`src/verilog/dbpc_defs.vh`:
```
/*
 Constants of the dual battery path control block: serial frame layout,
 command addresses, status bit positions and timing.
 Assumes inclusion by bare name from the design files.
*/
`ifndef DBPC_DEFS_VH
`define DBPC_DEFS_VH

// ----------------------------------------------------------------------
// Serial frame
// ----------------------------------------------------------------------
`define DBPC_FRAME_BITS 8
`define DBPC_ADDR_LSB 4
`define DBPC_ADDR_MSB 6
`define DBPC_TYPE_BIT 7
`define DBPC_ADDR_CHARGE 3'h7
`define DBPC_ADDR_PATH 3'h6
`define DBPC_ADDR_STATUS 3'h2

// ----------------------------------------------------------------------
// Status byte positions, counted in bit slots after the byte starts
// ----------------------------------------------------------------------
`define DBPC_ST_FAULT 3'h1
`define DBPC_ST_DIODE 3'h2
`define DBPC_ST_ADAPTER 3'h3
`define DBPC_ST_LOWPWR 3'h4
`define DBPC_ST_CHARGE 3'h5

// ----------------------------------------------------------------------
// Timing
// ----------------------------------------------------------------------
`define DBPC_CLK_HZ 40000000
`define DBPC_WDT_TIME_MS 1000
`define DBPC_WDT_CYCLES ((`DBPC_CLK_HZ / 1000) * `DBPC_WDT_TIME_MS)

`endif

```
`src/verilog/dbpc_top.v`:
```
/*
 Control logic of a dual battery charger and source selector: serial
 command slave, charge select with watchdog, source path switching,
 autonomous diode-like mode and latched emergency switch-off.
 Assumes all pin inputs are asynchronous to mclk_i and that the serial
 clock is much slower than mclk_i (at least 4 clocks per half period).
*/
`timescale 1ns/1ps
`include "dbpc_defs.vh"

module dbpc_top #(
	parameter WDT_CYCLES = `DBPC_WDT_CYCLES
) (
	input wire mclk_i,
	input wire resetn_i,
	input wire sck_i,
	input wire mosi_i,
	input wire slave_select_n_i,
	input wire adapter_sense_input_i,
	input wire low_power_sense_i,
	input wire overvoltage_trip_i,
	input wire [2:0] source_delivering_i,
	output reg miso_o,
	output reg miso_oe_n_o,
	output reg charge_switch_gate_one_o,
	output reg charge_switch_gate_two_o,
	output reg [2:0] source_out_gate_o,
	output reg [2:0] source_in_gate_o,
	output reg adapter_present_flag_o,
	output reg diode_mode_o,
	output reg emergency_off_o,
	output reg watchdog_expired_o
);

	// ------------------------------------------------------------------
	// Input synchronisers
	// ------------------------------------------------------------------
	reg [8:0] sync1_reg;
	reg [8:0] sync2_reg;
	wire [8:0] raw_in;
	wire sck_s;
	wire mosi_s;
	wire ss_n_s;
	wire adapter_s;
	wire lowpwr_s;
	wire ovp_s;
	wire [2:0] deliver_s;

	assign raw_in = {source_delivering_i, overvoltage_trip_i, low_power_sense_i,
		adapter_sense_input_i, slave_select_n_i, mosi_i, sck_i};
	assign {deliver_s, ovp_s, lowpwr_s, adapter_s, ss_n_s, mosi_s, sck_s} = sync2_reg;

	always @(posedge mclk_i or negedge resetn_i)
	begin
		if (!resetn_i)
		begin
			sync1_reg <= 9'h004;
			sync2_reg <= 9'h004;
		end
		else
		begin
			sync1_reg <= raw_in;
			sync2_reg <= sync1_reg;
		end
	end

	// ------------------------------------------------------------------
	// Serial slave
	// ------------------------------------------------------------------
	reg sck_d_reg;
	reg [7:0] shift_reg;
	reg [2:0] bit_cnt_reg;
	reg last_bit_reg;
	reg read_act_reg;
	reg tx_bit_reg;
	wire sck_rise;
	wire sck_fall;
	wire [7:0] frame;
	wire frame_done;
	wire [2:0] frame_addr;
	wire wr_charge;
	wire wr_path;

	assign sck_rise = sck_s & ~sck_d_reg & ~ss_n_s;
	assign sck_fall = ~sck_s & sck_d_reg & ~ss_n_s;
	assign frame = {mosi_s, shift_reg[7:1]};
	assign frame_done = sck_rise && (bit_cnt_reg == 3'h7);
	assign frame_addr = frame[`DBPC_ADDR_MSB:`DBPC_ADDR_LSB];
	assign wr_charge = frame_done && !frame[`DBPC_TYPE_BIT] && (frame_addr == `DBPC_ADDR_CHARGE);
	assign wr_path = frame_done && !frame[`DBPC_TYPE_BIT] && (frame_addr == `DBPC_ADDR_PATH);

	// Status bit presented in a given slot of a read answer byte
	function status_bit;
		input [2:0] slot;
		input fault;
		input diode;
		input adapter;
		input lowpwr;
		input charging;
		begin
			case (slot)
				`DBPC_ST_FAULT: status_bit = fault;
				`DBPC_ST_DIODE: status_bit = diode;
				`DBPC_ST_ADAPTER: status_bit = adapter;
				`DBPC_ST_LOWPWR: status_bit = lowpwr;
				`DBPC_ST_CHARGE: status_bit = charging;
				default: status_bit = 1'b1;
			endcase
		end
	endfunction

	always @(posedge mclk_i or negedge resetn_i)
	begin
		if (!resetn_i)
		begin
			sck_d_reg <= 1'b0;
			shift_reg <= 8'h00;
			bit_cnt_reg <= 3'h0;
			last_bit_reg <= 1'b1;
			read_act_reg <= 1'b0;
			tx_bit_reg <= 1'b1;
		end
		else
		begin
			sck_d_reg <= sck_s;
			if (ss_n_s)
			begin
				// Deselect aborts any partial byte
				bit_cnt_reg <= 3'h0;
				read_act_reg <= 1'b0;
				tx_bit_reg <= 1'b1;
			end
			else
			begin
				if (sck_rise)
				begin
					shift_reg <= frame;
					last_bit_reg <= mosi_s;
					bit_cnt_reg <= bit_cnt_reg + 3'h1;
					// A completed read request makes the next byte carry status
					if (frame_done)
						read_act_reg <= !frame[`DBPC_TYPE_BIT] && (frame_addr == `DBPC_ADDR_STATUS);
				end
				if (sck_fall)
				begin
					// Slot 0 still echoes the request's last bit; slots 1 to 5 carry status, slots 6 and 7 read 1
					if (read_act_reg && (bit_cnt_reg != 3'h0))
						tx_bit_reg <= status_bit(bit_cnt_reg, emergency_off_o, diode_mode_o,
							adapter_present_flag_o, lowpwr_s,
							charge_switch_gate_one_o | charge_switch_gate_two_o);
					else
						tx_bit_reg <= last_bit_reg;
				end
			end
		end
	end

	// ------------------------------------------------------------------
	// Charge select and watchdog
	// ------------------------------------------------------------------
	reg [1:0] charge_sel_reg;
	reg [31:0] wdt_cnt_reg;
	wire wdt_hit;

	// Expiry wins over a refresh in the same cycle; the counter parks until the next write
	assign wdt_hit = !watchdog_expired_o && (wdt_cnt_reg >= WDT_CYCLES - 1);

	always @(posedge mclk_i or negedge resetn_i)
	begin
		if (!resetn_i)
		begin
			charge_sel_reg <= 2'h0;
			wdt_cnt_reg <= 32'h0;
			watchdog_expired_o <= 1'b0;
		end
		else if (wdt_hit)
		begin
			charge_sel_reg <= 2'h0;
			watchdog_expired_o <= 1'b1;
		end
		else if (wr_charge)
		begin
			charge_sel_reg <= frame[1:0];
			wdt_cnt_reg <= 32'h0;
			watchdog_expired_o <= 1'b0;
		end
		else if (!watchdog_expired_o)
			wdt_cnt_reg <= wdt_cnt_reg + 32'h1;
	end

	// ------------------------------------------------------------------
	// Source path control
	// ------------------------------------------------------------------
	reg [2:0] path_sel_reg;

	always @(posedge mclk_i or negedge resetn_i)
	begin
		if (!resetn_i)
		begin
			path_sel_reg <= 3'h0;
			diode_mode_o <= 1'b0;
			emergency_off_o <= 1'b0;
		end
		else
		begin
			// Only a power cycle (reset) releases the emergency latch
			if (ovp_s)
				emergency_off_o <= 1'b1;
			if (wr_path)
				path_sel_reg <= {frame[2], frame[1], frame[0]};
			// Trip wins over the host's rewrite in the same cycle
			if (lowpwr_s)
				diode_mode_o <= 1'b1;
			else if (wr_path)
				diode_mode_o <= 1'b0;
		end
	end

	// ------------------------------------------------------------------
	// Output drivers
	// ------------------------------------------------------------------
	always @(posedge mclk_i or negedge resetn_i)
	begin
		if (!resetn_i)
		begin
			miso_o <= 1'b0;
			miso_oe_n_o <= 1'b1;
			charge_switch_gate_one_o <= 1'b0;
			charge_switch_gate_two_o <= 1'b0;
			source_out_gate_o <= 3'h0;
			source_in_gate_o <= 3'h0;
			adapter_present_flag_o <= 1'b0;
		end
		else
		begin
			miso_o <= 1'b0;
			miso_oe_n_o <= ss_n_s | tx_bit_reg;
			adapter_present_flag_o <= adapter_s;
			charge_switch_gate_one_o <= charge_sel_reg[0] & adapter_s;
			charge_switch_gate_two_o <= charge_sel_reg[1] & adapter_s;
			if (emergency_off_o || ovp_s)
			begin
				source_out_gate_o <= 3'h0;
				source_in_gate_o <= 3'h0;
			end
			else if (diode_mode_o || lowpwr_s)
			begin
				source_out_gate_o <= 3'h7;
				source_in_gate_o <= deliver_s;
			end
			else
			begin
				source_out_gate_o <= path_sel_reg;
				source_in_gate_o <= path_sel_reg;
			end
		end
	end

endmodule // dbpc_top

```
`config.mk`:
```
export PLATFORM = sky130hd
export DESIGN_NAME = dbpc_top
export DESIGN_NICKNAME = d
export VERILOG_FILES = /design/src/verilog/dbpc_top.v
export VERILOG_INCLUDE_DIRS = /design/src /design/src/verilog
export SDC_FILE = /design/constraint.sdc
export NUM_CORES = 1
export LEC_CHECK = 0
export ABC_AREA = 1
export BUFFER_PORTS_ARGS = -buffer_cell sky130_fd_sc_hd__buf_4
export CAP_MARGIN = 20
export CORE_MARGIN = 5
export CORE_UTILIZATION = 60
export CTS_CLUSTER_SIZE = 40
export DETAILED_ROUTE_END_ITERATION = 6
export GPL_TIMING_DRIVEN = 0
export PLACE_DENSITY = 0.87
export REMOVE_ABC_BUFFERS = 1
export SETUP_SLACK_MARGIN = 0.4
export SLEW_MARGIN = 20
export SYNTH_ARGS = -nofsm -noshare
export SYNTH_HDL_FRONTEND = slang
export SYNTH_SLANG_ARGS = --single-unit
```
`constraint.sdc`:
```
create_clock -name mclk_i -period 1.9 [get_ports mclk_i]
set_input_delay 0 -clock mclk_i [delete_from_list [all_inputs] [get_ports mclk_i]]
set_output_delay 0 -clock mclk_i [all_outputs]
set_load 0.02 [all_outputs]
```
# After elaboration in Yosys (flattened, before gate mapping)

Index checks and enable logic that the tools add are counted.

Bits in registers: 83
Input port bits: 11
Output and inout port bits: 14
Word-level logic and storage cells: 86

Add/subtract/negate cells: 2
$lt $le $gt $ge: 1
Equality and inequality tests: 10
Mux-type cells: 21
Bitwise gates (word level): 12
Reductions and logical operators: 20

Operators with widths:

| kind                                                   | number |
|---|---|
| two-way mux 32 bit                                     | 2 |
| adder 32 x 1 -> 32 bit (second input constant)         | 1 |
| >= comparator 32 x 26 -> 1 bit (second input constant) | 1 |
| two-way mux 3 bit                                      | 6 |
| == test 3 bit (second input constant)                  | 5 |
| two-way mux 1 bit                                      | 10 |
| nonzero test 2 bit                                     | 5 |
| == test 3 x 2 -> 1 bit (second input constant)         | 3 |
| logical AND 1 bit                                      | 7 |
| AND 1 bit                                              | 6 |
| AND reduction 2 bit                                    | 3 |
| case mux 1 bit (5 select lines)                        | 1 |
| two-way mux 2 bit                                      | 2 |
| NOT 1 bit                                              | 4 |
| adder 3 x 1 -> 3 bit (second input constant)           | 1 |
| == test 3 x 1 -> 1 bit (second input constant)         | 1 |
| nonzero test 3 bit                                     | 1 |
| zero test 1 bit                                        | 2 |
| logical OR 1 bit                                       | 2 |
| != test 2 x 1 -> 1 bit (second input constant)         | 1 |
| bitwise OR 1 bit                                       | 2 |

# Longest topological paths before layout

Gate-level depths: netlist of run 1.

Depth in word-level cells: 8
Mapped depth: 14
Gate-level depth less buffers: 13

# Worst setup path after synthesis of run 1

OpenSTA, ideal clock, no wires.

Path kind: flip-flop to flip-flop
Start point: reg bit_cnt_reg[0]
End point: reg wdt_cnt_reg[20]
Setup time: 66 ps
Arrival time: 1,626 ps
Data required time: 1,834 ps
Setup slack: 208 ps
Stages on the path, launching flop included: 11
Buffers on the path: 1
Clock period less this slack: 1,692 ps
Cell sequence: dfrtp_1 > ha_1 > ha_1 > inv_1 > nor2_1 > nand3_1 > nand2_1 > inv_2 > clkbuf_1 > nand4_1 > nand2_1

Word-level cells in the longest chain between the ends: 6
Elaborated cells between the ends (all ways): 7
Those cells by class: eq/ne (2); mux (1); reduce/logical (4)

Ends and longest elaborated chain:

| item                                    | line           | source |
|---|---|---|
| start, declared                         | dbpc_top.v:72  | `reg [2:0] bit_cnt_reg;` |
| start signal, assigned                  | dbpc_top.v:139 | `bit_cnt_reg <= bit_cnt_reg + 3'h1;` |
| == test 3 bit *                         | dbpc_top.v:87  | `assign frame_done = sck_rise && (bit_cnt_reg == 3'h7);` |
| logical AND 1 bit *                     | dbpc_top.v:87  |  |
| logical AND 1 bit * (2 in series)       | dbpc_top.v:89  | `` assign wr_charge = frame_done && !frame[`DBPC_TYPE_BIT] && (frame_addr == `DBPC_ADDR_CHARGE); `` |
| != test 2 x 1 -> 1 bit (no source line) | -              |  |
| AND reduction 2 bit (no source line)    | -              |  |
| end signal, assigned                    | dbpc_top.v:188 | `wdt_cnt_reg <= wdt_cnt_reg + 32'h1;` |
| end, declared                           | dbpc_top.v:162 | `reg [31:0] wdt_cnt_reg;` |

Every way passes the cells marked *; elsewhere a longest branch is shown, timed or not.
A chain may end at the register's enable or synchronous reset.

# Final worst setup path of run 1

Start point: reg wdt_cnt_reg[1]
End point: reg wdt_cnt_reg[10]

Word-level cells in the longest chain between the ends: 4
Elaborated cells between the ends (all ways): 7
Those cells by class: add/sub (1); order compare (1); mux (2); bitwise (1); reduce/logical (2)

Ends and longest elaborated chain:

| item |
|---|
| branches (longest 4 deep; another with adder 32 x 1 -> 32 bit) |

Several ways; the timed one is not identified. The select of a mux whose other input is x is not followed.

==> results.md, run 1 <==
- Status: finished, final reports clean
- Detail-routed via count per cell: 5.83
- Detail Placement HPWL: 5590 µm
- Yosys top cell area share: 0.491
- CP bufs+invs: 1
- Area of the core: 6350 µm²
- Worst Path Arrival: roughly 2100 ps
- Worst Hold Class: in2async
- Total power: 3290 µW
- DRT iter0 DRCs: 485
- Fillers: around 350
- Distinct cells, synth: 36
- Sequential share of the synthesized area: 0.525
- Syn_area_per_cell: 8.14 µm²
- Max reg flops: 32
- RSZ-0062 raised after global routing: yes
- Slew headroom: 0.534
- # IOs: 25
- Die area: 8250 µm²
- Diode count: 0
- Startpoint types: register
- Vias in the first global route: 3,568
- Root buf cell: clkbuf_8
- GPL Wtd Cong: 0.898
- Main area contributors after synthesis: dfrtp_1 (49%), nand2_1 (14%), nor2_1 (5.6%)
- Global-route wire length before repair: 17,300 µm
- CP top delay family: simple AND/OR/NAND/NOR gates
- Share of layout cells above drive strength 1: 0.272
- CP dominant cell by count: nand2_2
- Routed Wire Length: between 10,000 and 15,000 µm
- Site row count: 29
- Clock Tree Buf Depth: 2
- Antenna violations before repair: 0
- Area Overhead vs Synth: 28.6%
- Peak VDD IR: 0.000747 V
- Crit-path max cell delay: 380 ps
- Fin Clk Skew: about 11 ps
- Final hold violation count: 0
- CTS buffer count: 9
- Max Cap Viol: 0
- CP Cell Sequence: ha_2, nand2_2, inv_2, nand2_4, nor2_8, nand2_2, nand2_2, nand2_2, nand2_4, nand2_8, nand2_8, nand2_1, nand2_1
- Setup-failing EPs final: 0
- ANT nets after route: 0
- Per-cell routed wire length: 17.1 µm
- Slowest stage cell, crit path: dfrtp_1
- Total GRT Usage: 0.261
- Worst Setup End Kind: register
- DRC viols: 0
- Crit path required time: 2210 ps
- Synthesized cell area: between 3000 and 4000 µm²
- Sink Count: 82
- TritonRoute pass-1 iters: 6
- Htree depth: 3
- Static leakage: 0.00250 µW
- Power Density: 652 nW/µm²
- PortBufs: 23
- Crit path max fanout: 13
- CTS tree: built
- Starting Density: 0.618
- Minimum clock period after layout: 1810 ps
- GRT overflow: 0
- Ratio of final minimum period to clock period: 0.951
- Area leader, netlist: dfrtp_1
- F_max: between 0.5 and 0.6 GHz
- CP Class: reg2reg
- Synth Instances: approximately 480
- Max-slew violation count: 0
- Final core occ: 0.794
- Pin count of the biggest net entering global routing: 83
- Fin nets: 564
- Slew @ Worst Pin: approximately 700 ps
- Die H: just over 90 µm
- Yosys warns: 0
- FF+latch count, synth: 82
- Vias: 3,662
- Chip width: 90.8 µm
- Worst-path clk slew: 100 ps
- Worst-skew pair later-pin latency: 370 ps
[through the flow]
| step | std cells | hold WS, ps | TNS [ps] | worst slack, ps | area [µm²] |
|---|---|---|---|---|---|
| final | 628 | 249 | 0 | 92.6 | 5040 |
| after global routing | 628 | 273 | -30.0 | -23.3 | 5040 |
| after CTS | 621 | 274 | 0 | 234 | 4890 |
| after detailed placement | 572 | 111 | -8190 | -413 | 4130 |
| after global placement | 572 | 109 | -7440 | -398 | 4130 |
| after floorplan | 472 | -296 | 0 | 122 | 3860 |
[cell usage after synthesis]
cell type	count
a21boi_1	6
a21o_1	3
a21oi_1	5
a21oi_2	1
and2_1	1
buf_2	3
buf_4	2
buf_6	2
clkbuf_1	3
conb_1	1
dfrtp_1	77
dfstp_2	5
ha_1	7
inv_1	47
inv_2	4
nand2_1	151
nand2_2	3
nand2_4	2
nand3_1	40
nand3b_1	2
nand4_1	12
nor2_1	59
nor2_2	1
nor2_8	1
nor3_1	10
nor3b_1	1
o2111ai_1	1
o211a_1	1
o211ai_1	1
o21ai_0	20
o21bai_1	2
o22ai_1	1
o31ai_1	1
or2_2	1
xnor2_1	2
xor2_1	3
[cell usage in the layout (no fill, tap or decap), types with 11 or more instances in the layout]
master,n
nand4_1,12
nand3_2,11
dfrtp_1,76
nand2_2,25
o21ai_0,18
nor2_1,52
inv_1,42
buf_4,41
nand2_1,124
nand3_1,27
[cell type report]
class                           count  area, µm²  area share
Inverter                           51        198      0.0392
Timing Repair Buffer               58        517       0.102
Clock inverter                      7       70.1      0.0139
Sequential cell                    82       2060       0.408
Clock buffer                        9        124      0.0246
Tap cell                           77       96.3      0.0191
Multi-Input combinational cell    344       1980       0.392
[layer usage]
metal / vias to the layer above / share of wire / track usage / routed length [µm]
met5: - / 0 / 0 / 0
met4: 0 / 0.040 / 0.111 / 432
met3: 53 / 0.058 / 0.0617 / 625
met2: 175 / 0.50 / 0.429 / 5390
met1: 1763 / 0.40 / 0.328 / 4280
li1: 1671 / - / - / -
[final timing paths]
| path | cells after the start | startpoint | endpoint | slack, ps |
|---|---|---|---|---|
| worst max-delay path | 13 | wdt_cnt_reg[1] | wdt_cnt_reg[10] | 90 |
| worst min-delay path | 2 | resetn_i | wdt_cnt_reg[9] | 250 |
| worst max register to register | 13 | wdt_cnt_reg[1] | wdt_cnt_reg[10] | 90 |
| worst min register to register | 0 | sync1_reg[8] | sync2_reg[8] | 360 |
| max in group asynchronous | 2 | resetn_i | wdt_cnt_reg[21] | 1120 |
| min in group mclk_i | 2 | source_delivering_i[0] | sync1_reg[6] | 280 |
[what timing repair did]
action                                  4_1_cts  5_1_grt
endpoints found under the setup margin       44       46
pin swaps                                    13       11
setup buffers                                19        6
resized for setup                            57       32
cloned                                        4        1
hold buffers                                 10        0
hold endpoints to repair                     86        0
[cell families (layout without fill, tap and decap cells)]
| group | after synthesis | count (layout) | share of synthesized area |
|---|---|---|---|
| AOI/OAI and AO/OA | 42 | 42 | 0.0654 |
| xor gates and xnor gates | 5 | 5 | 0.0112 |
| adders and majority gates | 7 | 7 | 0.0223 |
| buffers and inverters | 61 | 125 | 0.0651 |
| DFF | 82 | 82 | 0.525 |
| other | 1 | 1 | 0.000956 |
| and+or+nand+nor | 284 | 289 | 0.310 |
[power by group]
group / total (µW) / internal (µW) / switching, µW
clock network: 1240 / 511 / 734
registers: 1860 / 1810 / 49.7
logic: 180 / 65.7 / 114
total: 3290 / 2390 / 898
(Power assumes the default switching activity.)
==> run 2: changes to the inputs <==
--- a/config.mk
+++ b/config.mk
@@ -7,7 +7,7 @@
 export NUM_CORES = 1
 export LEC_CHECK = 0
 export ABC_AREA = 1
-export BUFFER_PORTS_ARGS = -buffer_cell sky130_fd_sc_hd__buf_4
+export BUFFER_PORTS_ARGS = -buffer_cell sky130_fd_sc_hd__buf_2
 export CAP_MARGIN = 20
 export CORE_MARGIN = 5
 export CORE_UTILIZATION = 60
==> results.md, run 2 (synthesized netlist as in run 1, its figures left out) <==
- Fin nets: 565
- Area of the core: 6350 µm²
- Worst-path clk slew: around 90 ps
- DRT iter0 DRCs: roughly 530
- Share of layout cells above drive strength 1: 0.295
- TritonRoute pass-1 iters: 7
- Final hold violation count: 0
- Minimum clock period after layout: roughly 1900 ps
- CP Class: reg2reg
- Antenna violations before repair: 0
- Chip width: 90.8 µm
- Commonest cells after routing, fill and taps aside: nand2_1 (120), dfrtp_1 (72), nor2_1 (50), inv_1 (43), nand2_2 (28)
- Max-slew violation count: 0
- Detail-routed via count per cell: 6.19
- Clock network fraction of total power: 0.391
- Post-placement setup slack: -454 ps
- Internal power: 2490 µW
- Max Cap Viol: 0
- Pin count of the biggest net entering global routing: 43
- Per-cell routed wire length: 19.0 µm
- Setup ws final: -42.2 ps
- Total power: 3350 µW
- Detail Placement HPWL: 5680 µm
- Global-route wire length before repair: 18,800 µm
- Setup-failing EPs final: 19
- GPL Wtd Cong: 0.913
- Startpoint types: register
- Worst-skew pair later-pin latency: 360 ps
- Starting Density: 0.618
- Worst reg2reg path depth: 12
- Finished layout cell area: approximately 5100 µm²
- Worst Setup End Kind: register
- Slew headroom: 0.619
- Static leakage: 0.00256 µW
- Vias: between 3,000 and 4,000
- Slew @ Worst Pin: 570 ps
- Power Density: 651 nW/µm²
- Die H: 90.8 µm
- Max reg flops: 32
- Final core occ: 0.809
- Peak VDD IR: slightly above 0.0007 V
- Vias in the first global route: 3,825
- Sink Count: 82
- Area after DPL: around 4000 µm²
- Most common cell after layout, fill and taps aside: nand2_1
- Clock Tree Buf Depth: 2
- Fin Clk Skew: 17.7 ps
- Sw Ratio: 0.255
- Area Overhead vs Synth: 31.0%
- Failing checks: DRC, setup timing
- Total GRT Usage: 0.286
- Htree depth: 3
- Crit path required time: 2180 ps
- Reg power frac: 0.557
- Worst Path Arrival: approximately 2200 ps
- Site row count: 29
- CTS tree: built
- # IOs: 25
- Die area: 8250 µm²
- DRC viols: 1
- Crit Reg-Reg Startpoint: wdt_cnt_reg[25]
- Diode count: 0
- PortBufs: 23
- Root buf cell: clkbuf_8
- RSZ-0062 raised after global routing: yes
- Status: finished with violations
- Worst Hold Class: in2async
- F_max: 0.515 GHz
- Crit path max fanout: 7
- ANT nets after route: 0
- GRT overflow: 0
- Psw: 854 µW
- Routed Wire Length: around 12,000 µm
- Combinational Power Share: 0.052
- Ratio of final minimum period to clock period: 1.02
- CTS buffer count: 9
- Worst Setup SP: wdt_cnt_reg[25]
[run 2: cell types whose count changed in the layout (fill, tap and decap cells not counted), moves of 3 or more]
cell | previous run | this run
buf_12 | 3 | 6
buf_2 | 0 | 22
buf_4 | 41 | 19
dfrtp_1 | 76 | 72
dfrtp_2 | 1 | 5
nand2_1 | 124 | 120
nand2_2 | 25 | 28
[run 2: cell type report]
cell class / count / area (µm²)
Inverter: 51 / 199
Tap cell: 77 / 96.3
Clock inverter: 7 / 76.3
Multi-Input combinational cell: 344 / 2060
Timing Repair Buffer: 59 / 517
Fill cell: 325 / 1210
Clock buffer: 9 / 124
Sequential cell: 82 / 2060
[run 2: path summary, 6_finish.rpt]
check | slack, ps | end
worst min register to register | 360 | sync2_reg[7]
min in group mclk_i | 280 | sync1_reg[6]
worst max-delay path | -40 | wdt_cnt_reg[2]
max in group asynchronous | 1060 | tx_bit_reg
worst max register to register | -40 | wdt_cnt_reg[2]
worst min-delay path | 180 | source_in_gate_o[2]
[run 2: critical path: stages, from the launching register on]
cell and delay (ps):
dfrtp_1 400, inv_1 120, nor2_1 180, nand2_1 100, nor2_2 150, inv_1 110
nor2_4 130, nand2_2 90, nand2_4 120, nand2_8 140, nand2_8 190, nand2_2 80
nand2_2 60
[run 2: what timing repair did]
| action | in CTS | in global routing |
|---|---|---|
| hold buffers | 10 | 0 |
| gates cloned | 6 | 0 |
| pin swaps | 19 | 12 |
| hold endpoints to repair | 50 | 0 |
| buffers inserted | 19 | 5 |
| setup endpoints to repair | 44 | 42 |
| resized for setup | 65 | 41 |
[run 2: routing by layer]
layer	global-route usage	up-vias	routed length, µm	part of all wire
met4	0.153	0	788	0.066
met5	0	-	0	0
met2	0.458	297	5580	0.47
li1	-	1672	-	-
met3	0.0633	103	1150	0.096
met1	0.359	1821	4440	0.37
[run 2: power groups by stage]
stage	Clock [µW]	Sequential [µW]	Combinational, µW
2_1_floorplan	0	1880	58.7
3_3_place_gp	0	1880	116
3_5_place_dp	0	1880	129
4_1_cts	1290	1850	155
5_1_grt	1410	1870	196
6_report	1310	1860	174
[run 2: per-stage QoR]
step / hold WS [ps] / setup TNS, ps / std cells
3_3_place_gp: 107 / -7420 / 572
6_report: 175 / -299 / 629
4_1_cts: 177 / 0 / 624
2_1_floorplan: -296 / 0 / 472
5_1_grt: 219 / -1630 / 629
3_5_place_dp: 22.4 / -8970 / 573
==> run 3: changes to the inputs <==
--- a/config.mk
+++ b/config.mk
@@ -7,14 +7,15 @@
 export NUM_CORES = 1
 export LEC_CHECK = 0
 export ABC_AREA = 1
-export BUFFER_PORTS_ARGS = -buffer_cell sky130_fd_sc_hd__buf_2
 export CAP_MARGIN = 20
 export CORE_MARGIN = 5
-export CORE_UTILIZATION = 60
+export CORE_UTILIZATION = 63
 export CTS_CLUSTER_SIZE = 40
 export DETAILED_ROUTE_END_ITERATION = 6
+export DONT_BUFFER_PORTS = 1
 export GPL_TIMING_DRIVEN = 0
 export PLACE_DENSITY = 0.87
+export RECOVER_POWER = 25
 export REMOVE_ABC_BUFFERS = 1
 export SETUP_SLACK_MARGIN = 0.4
 export SLEW_MARGIN = 20
==> results.md, run 3 (synthesized netlist as in run 1, its figures left out) <==
- Status: finished with violations
- Failing checks: DRC, hold timing, setup timing
- Starting Density: 0.655
- Per-cell routed wire length: 18.9 µm
- CTS buffer count: 9
- Diode count: 0
- Post-route insts no fill: 601
- Clock Tree Buf Depth: 2
- Peak VDD IR: slightly below 0.0007 V
- Post-Place Cells: 547
- Area Overhead vs Synth: 21.6%
- Worst Setup End Kind: register
- TritonRoute pass-1 iters: 7
- Worst-path clk slew: about 100 ps
- Global-route wire length before repair: between 15,000 and 20,000 µm
- Worst Path Arrival: roughly 2400 ps
- Antenna violations before repair: 0
- Final core occ: 0.796
- F_max: 0.478 GHz
- Power Density: between 600 and 700 nW/µm²
- Pin count of the biggest net entering global routing: 83
- Most common cell after layout, fill and taps aside: nand2_1
- ANT nets after route: 0
- Hold buffer count at CTS: 9
- Ratio of final minimum period to clock period: 1.10
- Crit path max fanout: 11
- Sink Count: 82
- Static leakage: 0.00235 µW
- Worst-skew pair later-pin latency: 360 ps
- Area of the core: 5990 µm²
- Setup-failing EPs final: 31
- Commonest cells after routing, fill and taps aside: nand2_1 (133), dfrtp_1 (77), nor2_1 (52), inv_1 (44), nand3_1 (31)
- Routed Wire Length: 11,400 µm
- Minimum clock period after layout: 2090 ps
- DRT iter0 DRCs: 675
- Detail Placement HPWL: 5410 µm
- Hold Slack: -675 ps
- Max reg flops: 32
- Root buf cell: clkbuf_8
- Total GRT Usage: 0.263
- Fin nets: 539
- CP Class: reg2reg
- Slowest stage cell, crit path: dfrtp_1
- Htree depth: 3
- Worst Hold Class: in2async
- DRC viols: 10
- Crit-path max cell delay: 430 ps
- CP Cell Sequence: inv_1, nor2_1, nand2_1, nor2_1, nand3_1, nand2_2, inv_1, nand2_4, buf_4, nand2_4, a21boi_1
- GPL Wtd Cong: 0.909
- Startpoint types: register
- Chip width: 88.9 µm
- Sum of negative setup slack: -2880 ps
- Die area: 7900 µm²
- Vias: 3,774
- Fillers: between 300 and 400
- Crit path required time: 2170 ps
- Site row count: 28
- Die H: 88.9 µm
- Max Cap Viol: 0
- CTS tree: built
- Setup ws final: -192 ps
- Final hold violation count: 82
- PortBufs: 0
- RSZ-0062 raised after global routing: yes
- Detail-routed via count per cell: 6.28
- Vias in the first global route: around 3,400
- Share of layout cells above drive strength 1: 0.200
- Fin Clk Skew: 17.1 ps
- # IOs: 25
- GRT overflow: 0
- Max-slew violation count: 0
## run 3: report_power, final
| group | internal (µW) | switching, µW |
|---|---|---|
| clock | 617 | 681 |
| combinational | 44.4 | 74.2 |
| sequential | 1810 | 59.2 |
## run 3: final timing paths
kind | slack, ps | startpoint | depth (start not counted) | end
hold / removal | -670 | resetn_i | 0 | shift_reg[5]
setup / recovery | -190 | wdt_cnt_reg[25] | 11 | wdt_cnt_reg[26]
hold reg to reg | 350 | sync1_reg[8] | 0 | sync2_reg[8]
max in group asynchronous | 2360 | resetn_i | 0 | sync2_reg[2]
min in group mclk_i | 200 | adapter_sense_input_i | 1 | sync1_reg[3]
setup reg to reg | -190 | wdt_cnt_reg[25] | 11 | wdt_cnt_reg[26]
## run 3: repair_timing
action / CTS / global route
endpoints found under the hold margin: 91 / 82
endpoints found under the setup margin: 44 / 45
cloned: 4 / 1
setup buffers: 17 / 7
resized for setup: 36 / 30
pin swaps: 13 / 14
## run 3: critical path: cells and delay by family, from the launching register on
kind / cells / cell delay [ps]
AND/OR/NAND/NOR: 7 / 990
flip-flops: 1 / 430
buffers and inverters: 3 / 340
AO/OA/AOI/OAI: 1 / 250
## run 3: metrics by stage
step / total power (µW) / area, µm² / hold WS, ps / setup WS, ps
after detailed placement: 1960 / 3950 / -293 / -511
after global placement: 1950 / 3950 / -294 / -346
final: 3290 / 4770 / -675 / -192
after floorplan: 1940 / 3860 / -296 / 122
after global routing: 3400 / 4770 / -692 / -148
after CTS: 3250 / 4600 / -680 / 202
## run 3: final cells by class
cell class | instances | area, µm² | share of cell area
clock buffers | 9 | 124 | 0.0260
clock inverters | 7 | 76.3 | 0.0160
inverters | 51 | 195 | 0.0409
multi-input cells | 343 | 1880 | 0.393
flip-flops and latches | 82 | 2060 | 0.432
well taps | 75 | 93.8 | 0.0197
repair buffers | 34 | 344 | 0.0722
## run 3: metal layers
metal / global-route usage / vias to the layer above / share of wire
met5: 0 / - / 0
met4: 0.106 / 0 / 0.060
met3: 0.0645 / 85 / 0.12
met2: 0.432 / 330 / 0.47
met1: 0.336 / 1742 / 0.35
li1: - / 1617 / -
